`src/verilog/tcp_pkg.sv`:
```
// package: register map, field positions, reset values and timing constants of the timer
package tcp_pkg;
   // byte addresses on the apb bus
   localparam logic [11:0] TCP_COUNT_OFS  = 12'h000;
   localparam logic [11:0] TCP_OPTION_OFS = 12'h004;
   localparam logic [11:0] TCP_INTCTL_OFS = 12'h008;
   localparam logic [11:0] TCP_CMD_OFS    = 12'h00C;
   localparam logic [11:0] TCP_STATUS_OFS = 12'h010;
   // option register fields
   localparam int TCP_CSS_BIT  = 5;
   localparam int TCP_SES_BIT  = 4;
   localparam int TCP_PSA_BIT  = 3;
   localparam int TCP_PSR_LSB  = 0;
   localparam logic [7:0] TCP_OPTION_RST = 8'hFF;
   // interrupt control register fields
   localparam int TCP_OIE_BIT  = 5;
   localparam int TCP_OVF_BIT  = 2;
   localparam logic [7:0] TCP_INTCTL_RST = 8'h00;
   // command register: write one to pulse
   localparam int TCP_CMD_WDCLR_BIT = 0;
   localparam int TCP_CMD_SLEEP_BIT = 1;
   localparam int TCP_CMD_WAKE_BIT  = 2;
   localparam logic [7:0] TCP_COUNT_RST = 8'h00;
   // write inhibit length in instruction cycles
   localparam logic [1:0] TCP_WR_INHIBIT = 2'h2;
   // instruction cycle phases: four core clocks per instruction cycle
   localparam logic [1:0] TCP_PH_TWO  = 2'h1;
   localparam logic [1:0] TCP_PH_FOUR = 2'h3;
   localparam logic [7:0] TCP_PRE_RST = 8'h00;
endpackage

```
`src/verilog/tcp_sync2.sv`:
```
// two flip-flop synchroniser for a level from outside the clock domain
`timescale 1ns/1ps
module tcp_sync2 (
   input  wire logic core_clk_in,
   input  wire logic arst_n_in,
   input  wire logic async_in,
   output logic      sync_out
);
   logic meta_reg;
   logic meta_next;
   logic sync_reg;
   logic sync_next;

   always_comb begin
      meta_next = async_in;
      sync_next = meta_reg;
   end

   always_ff @(posedge core_clk_in or negedge arst_n_in) begin
      if (!arst_n_in) begin
         meta_reg <= 1'b0;
         sync_reg <= 1'b0;
      end else begin
         meta_reg <= meta_next;
         sync_reg <= sync_next;
      end
   end

   assign sync_out = sync_reg;
endmodule

```
`src/verilog/tcp_timer.sv`:
```
// timer/counter with shared prescaler, apb register slave
//
// The address map and the APB interface to the registers are this design's own decisions.
`timescale 1ns/1ps
// Overview of operation
// - clock source select clear: timer counts instruction cycles, each one directly when the prescaler goes to the watchdog
// - any count register write blocks incrementing for the next two instruction cycles
// - clock source select set: count external edges, edge select clear means rising
// - prescaler assign clear gives prescaler to timer, set gives it to watchdog
// - with timer assignment ratio field picks power of two from 1:2 to 1:256
// - prescaler is an 8-bit counter software cannot read or write
// - wrap of count register from FFh to 00h sets the overflow flag
// - interrupt masked while enable clear; software clears flag before re-enabling
// - timer halts in sleep, so overflow never wakes the processor
// - external path sampled on phase two and phase four of each instruction cycle
// - count increments a short synchronisation delay after the external edge
// - with timer assignment every count register write clears the prescaler
// - with watchdog assignment watchdog clear also clears the prescaler
// - any reset loads all ones into the option register
module tcp_timer
   import tcp_pkg::*;
(
   input  wire logic        core_clk_in,
   input  wire logic        arst_n_in,
   input  wire logic        psel,
   input  wire logic        penable,
   input  wire logic        pwrite,
   input  wire logic [11:0] paddr,
   input  wire logic [31:0] pwdata,
   output logic      [31:0] prdata,
   output logic             pready,
   output logic             pslverr,
   input  wire logic        external_count_input_in,
   output logic             overflow_irq_out,
   output logic             watchdog_tick_out,
   output logic             watchdog_clear_out
);
   logic ext_sync;
   // the pin goes through two flops before any edge logic looks at it
   tcp_sync2 u_sync (
      .core_clk_in (core_clk_in),
      .arst_n_in   (arst_n_in),
      .async_in    (external_count_input_in),
      .sync_out    (ext_sync)
   );

   logic [7:0]  count_register_reg, count_register_next;
   logic [7:0]  option_reg, option_next;
   logic [7:0]  intctl_reg, intctl_next;
   logic [7:0]  pre_reg, pre_next;
   logic [1:0]  phase_reg, phase_next;
   logic [1:0]  inhibit_reg, inhibit_next;
   logic        sleep_reg, sleep_next;
   logic        ext_prev_reg, ext_prev_next;
   logic        samp_reg, samp_next;
   logic        samp_prev_reg, samp_prev_next;
   logic [31:0] prdata_reg, prdata_next;
   logic        pready_reg, pready_next;
   logic        pslverr_reg, pslverr_next;
   logic        irq_reg, irq_next;
   logic        wdt_tick_reg, wdt_tick_next;
   logic        wdt_clr_reg, wdt_clr_next;

   logic       clock_source_select;
   logic       source_edge_select;
   logic       prescaler_assign;
   logic [2:0] prescale_ratio;
   logic       wr_access;
   logic       rd_access;
   logic       wr_count;
   logic       wr_cmd;
   logic       cyc_end;
   logic       src_edge;
   logic       pre_out;
   logic       pre_out_next;
   logic       inc_event;
   logic       wd_clear_cmd;

   assign clock_source_select = option_reg[TCP_CSS_BIT];
   assign source_edge_select  = option_reg[TCP_SES_BIT];
   assign prescaler_assign    = option_reg[TCP_PSA_BIT];
   assign prescale_ratio      = option_reg[TCP_PSR_LSB +: 3];

   // apb: access phase with one wait state, pready registered at the first edge with penable high
   assign wr_access    = psel && penable && pwrite && !pready_reg;
   assign rd_access    = psel && penable && !pwrite && !pready_reg;
   assign wr_count     = wr_access && (paddr == TCP_COUNT_OFS);
   assign wr_cmd       = wr_access && (paddr == TCP_CMD_OFS);
   assign wd_clear_cmd = wr_cmd && pwdata[TCP_CMD_WDCLR_BIT];
   assign cyc_end      = (phase_reg == TCP_PH_FOUR);

   // instruction cycle phase counter, stopped in sleep
   always_comb begin
      phase_next = sleep_reg ? phase_reg : phase_reg + 2'h1;
   end

   // edge detect on the synchronised pin; xor with edge select picks the polarity
   always_comb begin
      ext_prev_next = ext_sync;
      src_edge = clock_source_select ?
                 ((ext_sync ^ source_edge_select) && !(ext_prev_reg ^ source_edge_select))
                 : cyc_end;
   end

   // prescaler: 8-bit counter, output is the bit chosen by the ratio field
   always_comb begin
      pre_next = pre_reg;
      if (!sleep_reg && src_edge && !prescaler_assign) begin
         pre_next = pre_reg + 8'h01;
      end
      if (prescaler_assign && !sleep_reg && cyc_end) begin
         pre_next = pre_reg + 8'h01;
      end
      if (wr_count && !prescaler_assign) begin
         pre_next = TCP_PRE_RST;
      end
      if (wd_clear_cmd && prescaler_assign) begin
         pre_next = TCP_PRE_RST;
      end
      pre_out      = pre_reg[prescale_ratio];
      pre_out_next = pre_next[prescale_ratio];
   end

   // sample the prescaler output, or the pin itself with watchdog assignment, on phase two and phase four
   always_comb begin
      samp_next      = samp_reg;
      samp_prev_next = samp_prev_reg;
      if (phase_reg == TCP_PH_TWO || phase_reg == TCP_PH_FOUR) begin
         // sample a level, never a one-clock pulse, so no edge falls between samples
         samp_next      = prescaler_assign ? (ext_sync ^ source_edge_select) : pre_out;
         samp_prev_next = samp_reg;
      end
   end

   // increment source: delayed by the sampler in counter mode
   always_comb begin
      if (prescaler_assign && !clock_source_select) begin
         inc_event = cyc_end;
      end else begin
         // every pair of consecutive samples is looked at once, on the sample after the later one
         inc_event = (phase_reg == TCP_PH_TWO || phase_reg == TCP_PH_FOUR) &&
                     samp_reg && !samp_prev_reg;
      end
   end

   // count register, write inhibit and overflow flag
   always_comb begin
      count_register_next = count_register_reg;
      inhibit_next        = inhibit_reg;
      intctl_next         = intctl_reg;
      if (cyc_end && inhibit_reg != 2'h0) begin
         inhibit_next = inhibit_reg - 2'h1;
      end
      if (!sleep_reg && inc_event && inhibit_reg == 2'h0) begin
         count_register_next = count_register_reg + 8'h01;
      end
      if (wr_access && paddr == TCP_INTCTL_OFS) begin
         intctl_next = pwdata[7:0];
      end
      // set wins over a software clear in the same cycle
      if (!sleep_reg && inc_event && inhibit_reg == 2'h0 &&
          count_register_reg == 8'hFF) begin
         intctl_next[TCP_OVF_BIT] = 1'b1;
      end
      if (wr_count) begin
         count_register_next = pwdata[7:0];
         inhibit_next        = TCP_WR_INHIBIT;
      end
   end

   // option register, sleep control and bus answer
   always_comb begin
      option_next   = option_reg;
      sleep_next    = sleep_reg;
      pready_next   = psel && penable && !pready_reg;
      pslverr_next  = 1'b0;
      prdata_next   = 32'h0000_0000;
      if (wr_access && paddr == TCP_OPTION_OFS) begin
         option_next = pwdata[7:0];
      end
      if (wr_cmd && pwdata[TCP_CMD_SLEEP_BIT]) begin
         sleep_next = 1'b1;
      end
      if (wr_cmd && pwdata[TCP_CMD_WAKE_BIT]) begin
         sleep_next = 1'b0;
      end
      if (rd_access) begin
         unique case (paddr)
            TCP_COUNT_OFS:  prdata_next = {24'h000000, count_register_reg};
            TCP_OPTION_OFS: prdata_next = {24'h000000, option_reg};
            TCP_INTCTL_OFS: prdata_next = {24'h000000, intctl_reg};
            TCP_CMD_OFS:    prdata_next = 32'h0000_0000;
            TCP_STATUS_OFS: prdata_next = {29'h0, inhibit_reg != 2'h0, sleep_reg, ext_sync};
            default:        pslverr_next = 1'b1;
         endcase
      end else if (wr_access && !(paddr == TCP_COUNT_OFS || paddr == TCP_OPTION_OFS ||
                                  paddr == TCP_INTCTL_OFS || paddr == TCP_CMD_OFS)) begin
         pslverr_next = 1'b1;
      end
      irq_next      = intctl_next[TCP_OVF_BIT] && intctl_next[TCP_OIE_BIT];
      wdt_tick_next = prescaler_assign ? (pre_out_next && !pre_out) : cyc_end;
      wdt_clr_next  = wd_clear_cmd;
   end

   always_ff @(posedge core_clk_in or negedge arst_n_in) begin
      if (!arst_n_in) begin
         count_register_reg <= TCP_COUNT_RST;
         option_reg         <= TCP_OPTION_RST;
         intctl_reg         <= TCP_INTCTL_RST;
         pre_reg            <= TCP_PRE_RST;
         phase_reg          <= 2'h0;
         inhibit_reg        <= 2'h0;
         sleep_reg          <= 1'b0;
         ext_prev_reg       <= 1'b0;
         samp_reg           <= 1'b0;
         samp_prev_reg      <= 1'b0;
         prdata_reg         <= 32'h0000_0000;
         pready_reg         <= 1'b0;
         pslverr_reg        <= 1'b0;
         irq_reg            <= 1'b0;
         wdt_tick_reg       <= 1'b0;
         wdt_clr_reg        <= 1'b0;
      end else begin
         count_register_reg <= count_register_next;
         option_reg         <= option_next;
         intctl_reg         <= intctl_next;
         pre_reg            <= pre_next;
         phase_reg          <= phase_next;
         inhibit_reg        <= inhibit_next;
         sleep_reg          <= sleep_next;
         ext_prev_reg       <= ext_prev_next;
         samp_reg           <= samp_next;
         samp_prev_reg      <= samp_prev_next;
         prdata_reg         <= prdata_next;
         pready_reg         <= pready_next;
         pslverr_reg        <= pslverr_next;
         irq_reg            <= irq_next;
         wdt_tick_reg       <= wdt_tick_next;
         wdt_clr_reg        <= wdt_clr_next;
      end
   end

   assign prdata             = prdata_reg;
   assign pready             = pready_reg;
   assign pslverr            = pslverr_reg;
   assign overflow_irq_out   = irq_reg;
   assign watchdog_tick_out  = wdt_tick_reg;
   assign watchdog_clear_out = wdt_clr_reg;
endmodule

```
`config.mk`:
```
export PLATFORM = sky130hd
export DESIGN_NAME = tcp_timer
export DESIGN_NICKNAME = d
export VERILOG_FILES = /design/src/verilog/tcp_pkg.sv /design/src/verilog/tcp_sync2.sv /design/src/verilog/tcp_timer.sv
export SDC_FILE = /design/constraint.sdc
export NUM_CORES = 1
export LEC_CHECK = 0
export ABC_AREA = 1
export BUFFER_PORTS_ARGS = -buffer_cell sky130_fd_sc_hd__buf_2
export CORE_MARGIN = 2
export CORE_UTILIZATION = 36
export DETAILED_ROUTE_END_ITERATION = 8
export SLEW_MARGIN = 20
export SYNTH_ARGS = -nofsm -noshare
export SYNTH_HDL_FRONTEND = slang
export SYNTH_HIERARCHICAL = 1
export SYNTH_SLANG_ARGS = --single-unit
export TNS_END_PERCENT = 10
```
`constraint.sdc`:
```
create_clock -name core_clk_in -period 3.1 [get_ports core_clk_in]
set_input_delay 0.62 -clock core_clk_in [delete_from_list [all_inputs] [get_ports core_clk_in]]
set_output_delay 0.62 -clock core_clk_in [all_outputs]
set_load 0.02 [all_outputs]
```
==> results.yml <==
synth:
  yosysTopAreaCellShare_pct: 38.2
  synth_edf_count: 0
  synth_top_area_cell: "dfrtp_1"
  synth_seq_cells: 55
  synth_area_sq_um: 3080
  ys.flop_type: "dfrtp_1"
  synthTopCellsByCount: "nand2_1, inv_1, dfrtp_1"
  synth.avg_cell_area_sq_um: 8.05
  syn_inst: 382
  synth_most_common_cell: "nand2_1"
  ys_seq_area_share_pct: 45.1
  yosys_warnings: 6
  ys_types: 40
  yosys-top-cells-area: "dfrtp_1, nand2_1, dfstp_2"
  async_flop_share_pct: 100
setup_path:
  path_max_fanout: 20
  r2r_slack_ns: 1.14
  crit_type: "in -> reg"
  worstPathArrival_ns: 2.34
  crit_family: "simple AND/OR/NAND/NOR gates"
  required_ns: 3.30
  end_kind: "register"
  r2r_cells: 9
  timing.rr.end: "count_register_reg[2]$_DFFE_PN0P_"
  cp_cell_sequence: "buf_2 -> nor2_1 -> nand2_1 -> nor2_2 -> nand2_1 -> clkinv_2 -> nand2_2 -> nand2_2 -> nand2_4 -> nand2_1 -> nand2_1 -> nand3_1 -> nand3_1 -> nand3_1 -> nand2_1"
  crit_slowest_cell: "nand2_2"
  critPathLaunchType: "input port"
  worstReg2RegStart: "phase_reg[0]$_DFFE_PN0N_"
  worstPathBufferInverterCount: 2
  crit_top_cell: "nand2_1"
  critPathMaxStageDelay_ns: 0.27
cells_and_area:
  syn_to_final_growth_pct: 11.5
  fin_util_pct: 41.5
  fillers: 849
  diodes: 0
  finalNetCount: 477
  layout-drive-gt1-share_pct: 19.6
power:
  power_frac_seq_pct: 52.3
  clkPwrFrac_pct: 41.5
  powerDensity_nw_per_um2: 408
  p_sw_uw: 323
  total_leakage_power_uw: 0.00171
  combPwrFrac_pct: 6.2
  p_int_uw: 1080
  power_uw: 1400
  max-vdd-ir-drop_v: 0.000180
  power.share.switching_pct: 23.1
job:
  drv_cap: 0
routing:
  avgViaCountPerCell: 4.70
  ant_nets: 0
  remaining_drc_errors: 0
  vias: 2481
  wl_per_cell_microns: 12.3
  totalWireLength_mm: 6.51
  drt_iter0_markers: 108
  drt_first_pass_iters: 4
placement:
  port-buffer-count: 38
  dp_hpwl_mm: 4.89
  gp_congestion: 0.794
global_routing:
  globalRouteTotalUtil_pct: 15.5
  grt_max_degree: 31
  grt_first_pass_wirelength_mm: 11.0
  overflow: 0
  antenna_found_initial: 0
  first_global_vias: 2346
sta:
  setup_tns_ns: 0
  hold_viol_final: 0
  setup_viol: 0
  fmax_mhz: 467
  rsz0062_at_grt: "false"
  max-slew-margin-rel_pct: 54.1
  period_share_pct: 69.1
  worstMarginPinSlew_ns: 0.688
  hold_ws_ns: 0.334
  drv_slew: 0
  finClkSkew_ns: 0.0103
  min_period_ns: 2.14
die:
  die-height_microns: 96.4
  rows: 33
  io_pins: 87
  core-area_sq_um: 8260
  chipWidth_microns: 96.4
  dieArea_sq_um: 9300
  initial_utilization_pct: 37.2
clock_tree:
  clk_pin_slew_ns: 0.11
  clk_latency_ns: 0.32
  postCtsHoldBufs: 0
  cts.sinks: 55
  cts-buffers-inserted: 5
  post_cts_buffers: 0
  root_buffer: "clkbuf_8"
  htreeDepth: 2
  postCtsResizedCells: 0
  clockBufferDepth: 2
  cts_tree: "done"
run_status:
  status: "completed"
min_path:
  hold_path_class: "in -> async"
## per-stage QoR
| stage | instance area (sq um) | instances | setup slack (ns) |
|---|---|---|---|
| global placement | 3290 | 520 | 0.612 |
| finish | 3430 | 528 | 0.959 |
| global route | 3430 | 528 | 0.665 |
| CTS | 3430 | 528 | 0.943 |
| floorplan | 3160 | 405 | 1.28 |
| detailed placement | 3290 | 520 | 0.603 |
## power by group through the flow
stage                     combinational, uW  sequential (uW)  clock [uW]
after global placement                 87.5              745           0
after detailed placement               88.4              746           0
after CTS                              88.9              732         597
after floorplan                        69.3              747           0
after global routing                    101              733         626
final                                  87.5              732         580
## metal layers
| metal | GRT usage (%) | wire (microns) | vias up |
|---|---|---|---|
| li1 | - | - | 1254 |
| met1 | 20.5 | 2930 | 1146 |
| met2 | 25.2 | 3050 | 70 |
| met3 | 2.95 | 394 | 11 |
| met4 | 5.99 | 131 | 0 |
| met5 | 0 | 0 | - |
## cells in the final DEF, fill, tap and decap left out, drive strengths merged
cell	count
a21oi	16
a221oi	3
a22oi	1
a31oi	4
buf	40
bufinv	2
clkbuf	5
clkinv	1
conb	24
dfrtp	47
dfstp	8
ha	5
inv	59
nand2	89
nand3	32
nand4	5
nor2	29
nor3	5
o211ai	2
o21ai	30
o21bai	1
o221ai	3
o22ai	2
or2	2
or4	1
xnor2	3
xor2	4
## how the worst max path moves through the flow
stage	start	endpoint	slack, ns	cells after the start
floorplan	paddr[7]	watchdog_tick_out$_DFF_PN0_	1.28	14
global placement	paddr[7]	watchdog_tick_out$_DFF_PN0_	0.61	15
detailed placement	paddr[7]	watchdog_tick_out$_DFF_PN0_	0.60	15
CTS	paddr[7]	watchdog_tick_out$_DFF_PN0_	0.94	15
global route	paddr[7]	watchdog_tick_out$_DFF_PN0_	0.67	15
finish	paddr[7]	watchdog_tick_out$_DFF_PN0_	0.96	15
## layout make-up
class	instances	area [sq um]	share of cell area (%)
Sequential cell	55	1390	40.4
Multi-Input combinational cell	261	1340	39.1
Inverter	59	225	6.57
Timing Repair Buffer	40	205	5.98
Tap cell	105	131	3.83
Clock inverter	3	71.3	2.08
Clock buffer	5	68.8	2.01
## cells by family (layout without fill, tap and decap cells)
kind of cell / count (synthesis) / in the layout / synth area share (%)
other: 1 / 24 / 0.122
adder cells (fa/ha/maj): 5 / 5 / 2.03
AND/OR/NAND/NOR: 163 / 163 / 24.6
flip-flops: 55 / 55 / 45.1
buffers and inverters: 89 / 107 / 14.1
XOR/XNOR: 7 / 7 / 1.99
AO/OA/AOI/OAI: 62 / 62 / 12.1
No activity file was read; power rests on OpenSTA's default activity.
